$ cat src/cbts_map.svh
// register offsets, field reset values and timing counts of the bit timer
`ifndef CBTS_MAP_SVH
`define CBTS_MAP_SVH

// ---------------------------------------------------------------------
// register offsets (byte address, low eight address bits decoded)
// ---------------------------------------------------------------------
`define CBTS_OFS_TIMING 8'h00
`define CBTS_OFS_CTRL 8'h04
`define CBTS_OFS_STATUS 8'h08

// ---------------------------------------------------------------------
// field positions
// ---------------------------------------------------------------------
`define CBTS_CTRL_EN_BIT 0
`define CBTS_ST_RX_BIT 0
`define CBTS_ST_IDLE_BIT 1
`define CBTS_ST_HARD_BIT 2
`define CBTS_ST_RESYNC_BIT 3

// ---------------------------------------------------------------------
// reset values: 5 clocks per quantum, 20 quanta per bit
// ---------------------------------------------------------------------
`define CBTS_RST_PRESC 8'h04
`define CBTS_RST_PROP 4'h7
`define CBTS_RST_PH1 4'h9
`define CBTS_RST_PH2 4'h3
`define CBTS_RST_SJW 2'h1
`define CBTS_RST_EN 1'h0

// ---------------------------------------------------------------------
// timing
// ---------------------------------------------------------------------
`define CBTS_BIT_TIME_NS 4000
`define CBTS_CLK_PERIOD_NS 40
`define CBTS_CLKS_PER_BIT (`CBTS_BIT_TIME_NS / `CBTS_CLK_PERIOD_NS)
`define CBTS_IDLE_BITS 4'hB
`define CBTS_HSIZE_WORD 3'h2

`endif

$ cat src/cbts_pkg.sv
// types shared by the bit timer modules
package cbts_pkg;

    // -----------------------------------------------------------------
    // timing register layout
    // -----------------------------------------------------------------
    typedef struct packed {
        logic [9:0] rsvd;
        logic [1:0] sjw;
        logic [3:0] ph2;
        logic [3:0] ph1;
        logic [3:0] prop;
        logic [7:0] presc;
    } cbts_timing_t;

    typedef enum logic [1:0] {
        SEG_SYNC,
        SEG_PROP,
        SEG_PH1,
        SEG_PH2
    } cbts_seg_t;

    // -----------------------------------------------------------------
    // quantum generator state
    // -----------------------------------------------------------------
    typedef struct packed {
        logic [7:0] cnt;
        logic tick;
    } cbts_tq_state_t;

    // -----------------------------------------------------------------
    // top state
    // -----------------------------------------------------------------
    typedef struct packed {
        cbts_timing_t timing;
        logic en;
        cbts_seg_t seg;
        logic [4:0] cnt;
        logic [1:0] ext;
        logic [1:0] cut;
        logic synced;
        logic last_sample;
        logic prev_rx;
        logic [3:0] idle_cnt;
        logic can_tx;
        logic rx_bit;
        logic sample;
        logic bit_start;
        logic hard_seen;
        logic resync_seen;
        logic wr_pend;
        logic rd_pend;
        logic [7:0] dp_addr;
        logic hready;
        logic [31:0] hrdata;
        logic hresp;
    } cbts_state_t;

endpackage : cbts_pkg

$ cat src/cbts_tq_gen.sv
// time quantum tick generator with restart
`timescale 1ns/10ps
`include "cbts_map.svh"

module cbts_tq_gen import cbts_pkg::*; (
    input wire logic hclk,
    input wire logic hresetn,
    input wire logic [7:0] presc,
    input wire logic restart,
    output logic tick
);

    cbts_tq_state_t st_q;
    cbts_tq_state_t st_d;

    // -----------------------------------------------------------------
    // one tick every presc+1 clocks
    // -----------------------------------------------------------------
    always_comb begin
        st_d = st_q;
        st_d.tick = 1'b0;
        if (restart) begin
            st_d.cnt = 8'h00;
        end else if (st_q.cnt >= presc) begin
            st_d.cnt = 8'h00;
            st_d.tick = 1'b1;
        end else begin
            st_d.cnt = st_q.cnt + 8'h01;
        end
    end

    always_ff @(posedge hclk or negedge hresetn) begin
        if (!hresetn) begin
            st_q <= '{cnt: 8'h00, tick: 1'b0};
        end else begin
            st_q <= st_d;
        end
    end

    assign tick = st_q.tick;

    a_tq_gap: assert property (
        @(posedge hclk) disable iff (!hresetn)
        st_q.tick && presc != 8'h00 |=> !st_q.tick)
        else $error("quantum ticks closer than the prescaler allows");

endmodule : cbts_tq_gen

$ cat src/cbts_top.sv
// bit timing, synchronisation and bus level logic with ahb-lite registers
`timescale 1ns/10ps
`include "cbts_map.svh"

// How it works
// - bit lasts four microseconds at reset settings, 250 kbit/s
// - transmit output stays recessive when idle or sending recessive
// - a dominant bit is actively driven for its whole bit time
// - received level is dominant if any node, ourselves included, drives it
// - each bit opens with a one-quantum synchronisation segment
// - propagation segment follows, its length a programmable quantum count
// - resync lengthens phase one or shortens phase two
// - bus is sampled at end of phase one as the bit value
// - at most one synchronisation per bit time
// - edge used only if previous sample was recessive
// - qualifying falling edge after idle restarts bit timing there
// - other edges resync; transmitter ignores edges with positive error
// - each resync moves phase segments by at most jump width

module cbts_top import cbts_pkg::*; (
    input wire logic hclk,
    input wire logic hresetn,
    input wire logic hsel,
    input wire logic [31:0] haddr,
    input wire logic [1:0] htrans,
    input wire logic hwrite,
    input wire logic [2:0] hsize,
    input wire logic [31:0] hwdata,
    input wire logic hready,
    output logic hreadyout,
    output logic [31:0] hrdata,
    output logic hresp,
    input wire logic can_rx,
    output logic can_tx,
    input wire logic tx_active,
    input wire logic tx_bit,
    output logic rx_bit,
    output logic sample_pulse,
    output logic bit_start
);

    cbts_state_t st_q;
    cbts_state_t st_d;
    logic tq_tick;
    logic tq_restart;
    logic rx_level;
    logic fall;
    logic qual;
    logic idle;
    logic hard;
    logic pos_reg;
    logic rs_pos;
    logic rs_neg;
    logic rs_zero;
    logic sync_evt;
    logic accept;
    logic [4:0] pos_err;
    logic [4:0] ph2_rem;
    logic [4:0] ph1_end;
    logic [4:0] ph2_end;
    logic [4:0] cnt_inc;
    logic [31:0] rd_val;

    // -----------------------------------------------------------------
    // quantum generator
    // -----------------------------------------------------------------
    cbts_tq_gen u_tq (
        .hclk(hclk),
        .hresetn(hresetn),
        .presc(st_q.timing.presc),
        .restart(tq_restart),
        .tick(tq_tick)
    );

    // -----------------------------------------------------------------
    // edge qualification
    // -----------------------------------------------------------------
    assign rx_level = can_rx & st_q.can_tx;
    assign fall = st_q.prev_rx & ~rx_level;
    assign qual = fall & st_q.last_sample & ~st_q.synced & st_q.en;
    assign idle = st_q.idle_cnt == `CBTS_IDLE_BITS;
    assign hard = qual & idle;
    assign pos_reg = st_q.seg == SEG_PROP || st_q.seg == SEG_PH1;
    assign rs_pos = qual & ~idle & pos_reg & ~tx_active;
    assign rs_neg = qual & ~idle & (st_q.seg == SEG_PH2);
    assign rs_zero = qual & ~idle & (st_q.seg == SEG_SYNC);
    assign sync_evt = hard | rs_pos | rs_neg | rs_zero;
    assign tq_restart = hard | ~st_q.en;

    // -----------------------------------------------------------------
    // segment arithmetic
    // -----------------------------------------------------------------
    assign cnt_inc = st_q.cnt + 5'h01;
    assign pos_err = (st_q.seg == SEG_PROP) ? cnt_inc :
                     cnt_inc + {1'b0, st_q.timing.prop};
    assign ph2_rem = {1'b0, st_q.timing.ph2} - st_q.cnt;
    assign ph1_end = {1'b0, st_q.timing.ph1} + {3'h0, st_q.ext};
    assign ph2_end = {1'b0, st_q.timing.ph2} - {3'h0, st_q.cut};
    assign accept = hsel & htrans[1] & hready;

    // -----------------------------------------------------------------
    // register read mux
    // -----------------------------------------------------------------
    always_comb begin
        rd_val = 32'h0000_0000;
        case (st_q.dp_addr)
            `CBTS_OFS_TIMING: begin
                rd_val = st_q.timing;
                rd_val[31:22] = 10'h000;
            end
            `CBTS_OFS_CTRL: begin
                rd_val[`CBTS_CTRL_EN_BIT] = st_q.en;
            end
            `CBTS_OFS_STATUS: begin
                rd_val[`CBTS_ST_RX_BIT] = st_q.rx_bit;
                rd_val[`CBTS_ST_IDLE_BIT] = idle;
                rd_val[`CBTS_ST_HARD_BIT] = st_q.hard_seen;
                rd_val[`CBTS_ST_RESYNC_BIT] = st_q.resync_seen;
            end
            default: begin
                rd_val = 32'h0000_0000;
            end
        endcase
    end

    // -----------------------------------------------------------------
    // next state
    // -----------------------------------------------------------------
    always_comb begin
        st_d = st_q;
        st_d.sample = 1'b0;
        st_d.bit_start = 1'b0;
        st_d.prev_rx = rx_level;
        st_d.hresp = 1'b0;

        // bus slave: writes complete in the data phase
        st_d.wr_pend = 1'b0;
        if (st_q.wr_pend) begin
            case (st_q.dp_addr)
                `CBTS_OFS_TIMING: begin
                    st_d.timing = hwdata;
                    st_d.timing.rsvd = 10'h000;
                end
                `CBTS_OFS_CTRL: begin
                    st_d.en = hwdata[`CBTS_CTRL_EN_BIT];
                end
                `CBTS_OFS_STATUS: begin
                    // write one to clear; hardware sets below win
                    if (hwdata[`CBTS_ST_HARD_BIT]) begin
                        st_d.hard_seen = 1'b0;
                    end
                    if (hwdata[`CBTS_ST_RESYNC_BIT]) begin
                        st_d.resync_seen = 1'b0;
                    end
                end
                default: begin
                    st_d.wr_pend = 1'b0;
                end
            endcase
        end
        // reads take one wait state so data come from a flop
        if (st_q.rd_pend) begin
            st_d.hrdata = rd_val;
            st_d.hready = 1'b1;
            st_d.rd_pend = 1'b0;
        end
        if (accept) begin
            st_d.dp_addr = haddr[7:0];
            if (hwrite) begin
                st_d.wr_pend = hsize == `CBTS_HSIZE_WORD;
            end else begin
                st_d.rd_pend = 1'b1;
                st_d.hready = 1'b0;
            end
        end

        // bit timing
        if (!st_q.en) begin
            st_d.seg = SEG_SYNC;
            st_d.cnt = 5'h00;
            st_d.ext = 2'h0;
            st_d.cut = 2'h0;
            st_d.synced = 1'b0;
            st_d.can_tx = 1'b1;
            st_d.idle_cnt = 4'h0;
        end else if (hard) begin
            // the edge becomes the new synchronisation segment
            st_d.seg = SEG_SYNC;
            st_d.cnt = 5'h00;
            st_d.ext = 2'h0;
            st_d.cut = 2'h0;
            st_d.synced = 1'b1;
            st_d.bit_start = 1'b1;
            st_d.can_tx = tx_active ? tx_bit : 1'b1;
            st_d.hard_seen = 1'b1;
        end else begin
            if (rs_pos) begin
                // late edge: stretch phase one
                st_d.ext = (pos_err > {3'h0, st_q.timing.sjw}) ?
                           st_q.timing.sjw : pos_err[1:0];
                st_d.synced = 1'b1;
                st_d.resync_seen = 1'b1;
            end
            if (rs_neg) begin
                // early edge: cut phase two short
                st_d.cut = (ph2_rem > {3'h0, st_q.timing.sjw}) ?
                           st_q.timing.sjw : ph2_rem[1:0];
                st_d.synced = 1'b1;
                st_d.resync_seen = 1'b1;
            end
            if (rs_zero) begin
                st_d.synced = 1'b1;
            end
            if (tq_tick) begin
                case (st_q.seg)
                    SEG_SYNC: begin
                        st_d.seg = SEG_PROP;
                        st_d.cnt = 5'h00;
                    end
                    SEG_PROP: begin
                        if (cnt_inc >= {1'b0, st_q.timing.prop}) begin
                            st_d.seg = SEG_PH1;
                            st_d.cnt = 5'h00;
                        end else begin
                            st_d.cnt = cnt_inc;
                        end
                    end
                    SEG_PH1: begin
                        if (cnt_inc >= ph1_end) begin
                            st_d.seg = SEG_PH2;
                            st_d.cnt = 5'h00;
                            st_d.sample = 1'b1;
                            st_d.rx_bit = rx_level;
                            st_d.last_sample = rx_level;
                            if (!rx_level) begin
                                st_d.idle_cnt = 4'h0;
                            end else if (!idle) begin
                                st_d.idle_cnt = st_q.idle_cnt + 4'h1;
                            end
                        end else begin
                            st_d.cnt = cnt_inc;
                        end
                    end
                    SEG_PH2: begin
                        if (cnt_inc >= ph2_end) begin
                            st_d.seg = SEG_SYNC;
                            st_d.cnt = 5'h00;
                            st_d.ext = 2'h0;
                            st_d.cut = 2'h0;
                            st_d.synced = 1'b0;
                            st_d.bit_start = 1'b1;
                            st_d.can_tx = tx_active ? tx_bit : 1'b1;
                        end else begin
                            st_d.cnt = cnt_inc;
                        end
                    end
                    default: begin
                        st_d.seg = SEG_SYNC;
                    end
                endcase
            end
        end
    end

    // -----------------------------------------------------------------
    // state register
    // -----------------------------------------------------------------
    always_ff @(posedge hclk or negedge hresetn) begin
        if (!hresetn) begin
            st_q <= '0;
            st_q.timing <= '{rsvd: 10'h000, sjw: `CBTS_RST_SJW,
                             ph2: `CBTS_RST_PH2, ph1: `CBTS_RST_PH1,
                             prop: `CBTS_RST_PROP,
                             presc: `CBTS_RST_PRESC};
            st_q.en <= `CBTS_RST_EN;
            st_q.seg <= SEG_SYNC;
            st_q.last_sample <= 1'b1;
            st_q.prev_rx <= 1'b1;
            st_q.can_tx <= 1'b1;
            st_q.rx_bit <= 1'b1;
            st_q.hready <= 1'b1;
        end else begin
            st_q <= st_d;
        end
    end

    // -----------------------------------------------------------------
    // outputs
    // -----------------------------------------------------------------
    assign hreadyout = st_q.hready;
    assign hrdata = st_q.hrdata;
    assign hresp = st_q.hresp;
    assign can_tx = st_q.can_tx;
    assign rx_bit = st_q.rx_bit;
    assign sample_pulse = st_q.sample;
    assign bit_start = st_q.bit_start;

    // -----------------------------------------------------------------
    // checks
    // -----------------------------------------------------------------
    a_idle_recessive: assert property (
        @(posedge hclk) disable iff (!hresetn)
        !st_q.en |=> can_tx)
        else $error("transmit not recessive while disabled");

    a_dominant_drive: assert property (
        @(posedge hclk) disable iff (!hresetn)
        st_q.bit_start |->
            can_tx == ($past(tx_active) ? $past(tx_bit) : 1'b1))
        else $error("bit start did not load the transmit level");

    a_wired_and: assert property (
        @(posedge hclk) disable iff (!hresetn)
        st_q.sample |-> rx_bit == ($past(can_rx) && $past(can_tx)))
        else $error("dominant level not resolved on the bus");

    a_sync_one_tq: assert property (
        @(posedge hclk) disable iff (!hresetn)
        st_q.en && !hard && tq_tick && st_q.seg == SEG_SYNC
            |=> st_q.seg == SEG_PROP)
        else $error("sync segment longer than one quantum");

    a_sample_ph1_end: assert property (
        @(posedge hclk) disable iff (!hresetn)
        st_q.sample |-> $past(st_q.seg) == SEG_PH1 &&
            st_q.seg == SEG_PH2 && rx_bit == $past(rx_level))
        else $error("sample not taken at end of phase one");

    a_one_sync_bit: assert property (
        @(posedge hclk) disable iff (!hresetn)
        sync_evt && !(tq_tick && st_q.seg == SEG_PH2 && cnt_inc >= ph2_end)
            |=> st_q.synced ##1 !sync_evt)
        else $error("second synchronisation in one bit");

    a_edge_qualify: assert property (
        @(posedge hclk) disable iff (!hresetn)
        sync_evt |-> st_q.last_sample && !rx_level && st_q.prev_rx)
        else $error("synchronised on an edge that does not qualify");

    a_hard_restart: assert property (
        @(posedge hclk) disable iff (!hresetn)
        hard |=> st_q.seg == SEG_SYNC && st_q.bit_start && st_q.cnt == 5'h00)
        else $error("hard sync did not restart the bit");

    a_tx_no_pos: assert property (
        @(posedge hclk) disable iff (!hresetn)
        qual && !idle && pos_reg && tx_active && !tq_tick
            |=> st_q.ext == $past(st_q.ext) && !st_q.resync_seen ||
                $past(st_q.resync_seen))
        else $error("transmitter resynchronised on a late edge");

    a_jump_bound: assert property (
        @(posedge hclk) disable iff (!hresetn)
        rs_pos || rs_neg |=> st_q.ext <= $past(st_q.timing.sjw) &&
            st_q.cut <= $past(st_q.timing.sjw))
        else $error("phase jump exceeds the jump width");

endmodule : cbts_top

$ cat config.mk
export PLATFORM = sky130hd
export DESIGN_NAME = cbts_top
export DESIGN_NICKNAME = d
export VERILOG_FILES = /design/src/cbts_pkg.sv /design/src/cbts_tq_gen.sv /design/src/cbts_top.sv
export VERILOG_INCLUDE_DIRS = /design/src
export SDC_FILE = /design/constraint.sdc
export NUM_CORES = 1
export LEC_CHECK = 0
export ABC_AREA = 0
export BUFFER_PORTS_ARGS = -buffer_cell sky130_fd_sc_hd__buf_2
export CAP_MARGIN = 20
export CORE_ASPECT_RATIO = 1.4
export CORE_MARGIN = 5
export CORE_UTILIZATION = 41
export DETAILED_ROUTE_END_ITERATION = 8
export MAX_ROUTING_LAYER = met4
export PLACE_DENSITY = 0.65
export SKIP_CTS_REPAIR_TIMING = 1
export SYNTH_ARGS = -nofsm -noshare
export SYNTH_HDL_FRONTEND = slang
export SYNTH_SLANG_ARGS = --single-unit
export TNS_END_PERCENT = 100
$ cat constraint.sdc
create_clock -name hclk -period 2.6 [get_ports hclk]
set_input_delay 0.52 -clock hclk [delete_from_list [all_inputs] [get_ports hclk]]
set_output_delay 0.52 -clock hclk [all_outputs]
set_load 0.03 [all_outputs]
==> flow_summary_export.csv <==
group,metric,value,unit
hold_path,hp-class,"input port to asynchronous set/reset pin",
power_and_ir_drop,p_per_area,502.7,nW/um^2
floorplan,rows,49,
floorplan,fp.coreArea,12750,um^2
detailed_routing,num_vias,4037,
yosys,synth_simple_gate_area_share,14.23,%
sta,max_freq,0.3602,GHz
critical_path,max_stage_delay,0.55,ns
yosys,synth-compound-area-share,10.84,%
detailed_routing,antenna_left,0,
clock_network,cts_buffers,9,
clock_network,worstSkewPairLatency,0.34,ns
critical_path,path_max_fanout,3,
yosys,ys_seq_area_share,42.04,%
critical_path,rr_startpoint,"st_q[81]$_DFFE_PN1P_",
detailed_routing,detail_route.iter0.violations,119,
sta,setup_viol,12,
critical_path,rrSetupSlack,-0.18,ns
yosys,dominantRegCellSynth,"dfrtp_1",
yosys,synth_top_family_by_area,"simple AND/OR/NAND/NOR gates",
sta,hold_violations,0,
yosys,ys_types,61,
critical_path,crit_path_end_kind,"register",
yosys,yosys.area.top_type,"dfrtp_1",
sta,rsz0062_at_grt,"yes",
power_and_ir_drop,peakVddDrop,0.3267,mV
detailed_routing,wl_per_cell,15.61,um
sta,fin_crit,2.777,ns
sta,skew,0.004609,ns
layout,drive_gt1_share,30.69,%
sta,fin_hold_ws,0.1462,ns
sta,period_share,106.8,%
sta,slew_violations,0,
yosys,netlist_area,5276,um^2
layout,fin_util,50.65,%
yosys,synth.most_common_cell,"dfrtp_1",
yosys,synthArstFlopShare,100.0,%
yosys,synth_seq_cells,88,
yosys,synth-adder-area-share,12.66,%
global_routing,grt_pass1_wl,19520,um
clock_network,cts_tree,"built",
detailed_routing,first_pass_iters,4,
floorplan,die_h,144.2,um
critical_path,cp_common_cell,"ha_4",
yosys,synth_top_cells_by_count,"dfrtp_1 (75), inv_1 (59), ha_1 (47)",
yosys,synth_cells,531,
sta,timing.final.ws_setup,-0.1766,ns
critical_path,rr_endpoint,"st_q[52]$_DFFE_PN0P_",
detailed_routing,via_per_inst,5.223,
placement,io_buffers,68,
yosys,yosys-mux-area-fraction,7.944,%
floorplan,io_pins,115,
layout,area_growth,22.41,%
placement,dp_cells,752,
floorplan,fp.dieW,105.9,um
clock_network,cts.root.buffer_cell,"clkbuf_16",
yosys,synth_area_leaders,"dfrtp_1 (36%), ha_1 (11%), dfstp_2 (6.5%)",
critical_path,arrival,3.02,ns
power_and_ir_drop,power.total,3247,uW
status,status,"complete, but fails checks",
critical_path,crit_path_start_kind,"register",
critical_path,worstSetupPathType,"register to register",
yosys,yosysWarnings,0,
clock_network,cts_max_path_buffers,2,
floorplan,initial_core_util,41.38,%
placement,dp_hpwl,8924,um
layout,fin_nets,742,
global_routing,grt_max_degree,51,
yosys,synth_edf_count,0,
critical_path,crit_chain,"ha_4 -> inv_2 -> fa_2 -> xor2_2 -> ha_4 -> o21ai_2 -> nand2b_1 -> a31oi_4 -> buf_6 -> or3_4 -> o41ai_2",
critical_path,crit_path_top_delay_cell,"dfstp_2",
critical_path,r2r_cells,11,
sta,worst_pin_slew,0.8275,ns
sta,relSlewSlack,44.72,%
global_routing,antenna_found_initial,1,
critical_path,crit_required,2.84,ns
clock_network,clk_pin_slew,0.06,ns
global_routing,globalRouteTotalUtil,16.53,%
power_and_ir_drop,p_leak,0.003008,uW
floorplan,die-area,15270,um^2
detailed_routing,drt-total-wl,12070,um
yosys,avgSynthCellArea,9.937,um^2
global_routing,grt_pass1_vias,4145,
clock_network,numClockSinks,88,
sta,fin_tns_setup,-1.363,ns
global_routing,grt-ovfl-total,0,
layout,stdcell_count,773,
yosys,yosysTopAreaCellShare,35.57,%
yosys,synth-xor-area-share,2.490,%
detailed_routing,remaining_drc_errors,0,
job,max_cap_violations,0,
placement,place.gp.congestion,0.8646,
clock_network,h-tree-depth,3,
status,failed_checks,"negative setup slack",
-- flip-flops by register name, summed over array words and instances (netlist names) --
name and count:
st_q 52, hrdata 22, u_tq.st_q 8, bit_start 1, can_tx 1, hreadyout 1
rx_bit 1, sample_pulse 1, u_tq.tick 1
-- cell usage in the layout (no fill, tap or decap), types with 3 or more instances in the layout --
master	instances
mux2i_1	7
xnor2_1	7
ha_2	3
mux2_1	23
o211ai_1	4
buf_2	67
mux2_2	8
inv_1	55
o21ai_1	25
nor2b_1	7
nor3_1	4
nand3b_1	4
nand3_1	36
clkbuf_16	9
buf_4	36
o31ai_4	3
a21oi_1	11
o21ai_2	6
nor2_1	31
dfrtp_1	75
ha_4	8
inv_2	4
nand2_1	27
conb_1	11
ha_1	36
dfstp_2	13
a21o_1	3
a211oi_1	3
nor3b_1	4
o21ai_0	6
and3_1	5
nand2b_1	9
xor2_1	7
-- layout make-up --
| cell class | instances | area (um^2) |
|---|---|---|
| fillers | 1154 | 6294 |
| multi-input cells | 351 | 2880 |
| flip-flops and latches | 88 | 2218 |
| repair buffers | 105 | 636.9 |
| clock buffers | 12 | 256.5 |
| inverters | 59 | 221.5 |
| well taps | 153 | 191.4 |
| clock inverters | 4 | 51.30 |
| diodes | 1 | 2.502 |
-- worst max-delay path: cells and delay by family (launching register included) --
family	cells	cell delay, ns
compound gates	3	0.49
xor+xnor	1	0.18
fa+ha+maj	3	0.79
buf+inv	2	0.18
flops	1	0.55
simple gates	2	0.47
-- per-stage QoR --
| step | area [um^2] | worst slack (ns) |
|---|---|---|
| floorplan | 5323 | 0.01973 |
| global placement | 5826 | -0.2382 |
| detailed placement | 5826 | -0.3161 |
| CTS | 6133 | -0.4121 |
| global route | 6459 | -0.2515 |
| finish | 6459 | -0.1766 |
-- power by group --
part           internal [uW]  total (uW)  leakage, uW  switching [uW]
combinational            166         397      0.00173             231
sequential              1450        1510      0.00113            60.0
clock                    799        1340     0.000149             541
-- worst max-delay path by stage --
stage / from / end / slack [ns]
after CTS: st_q[81]$_DFFE_PN1P_ / st_q[53]$_DFFE_PN0P_ / -0.41
after global placement: st_q[81]$_DFFE_PN1P_ / st_q[52]$_DFFE_PN0P_ / -0.24
after detailed placement: st_q[81]$_DFFE_PN1P_ / st_q[52]$_DFFE_PN0P_ / -0.32
after floorplan: st_q[81]$_DFFE_PN1P_ / st_q[63]$_DFFE_PN0P_ / 0.02
after global routing: st_q[81]$_DFFE_PN1P_ / st_q[52]$_DFFE_PN0P_ / -0.25
final: st_q[81]$_DFFE_PN1P_ / st_q[52]$_DFFE_PN0P_ / -0.18
-- routing by layer --
metal	part of all wire, %	GRT usage, %
met1	41	18.33
met2	53	29.27
met3	4.1	3.618
met4	1.6	6.071
met5	0	-
-- cell families (layout without fill, tap and decap cells) --
logic type,Yosys count,count (layout)
simple gates,146,146
buf+inv,102,180
compound gates,90,90
flops,88,88
fa+ha+maj,51,51
mux,38,38
xor+xnor,15,15
other cells,1,12
Note: power is estimated with default switching activity, not from simulation.
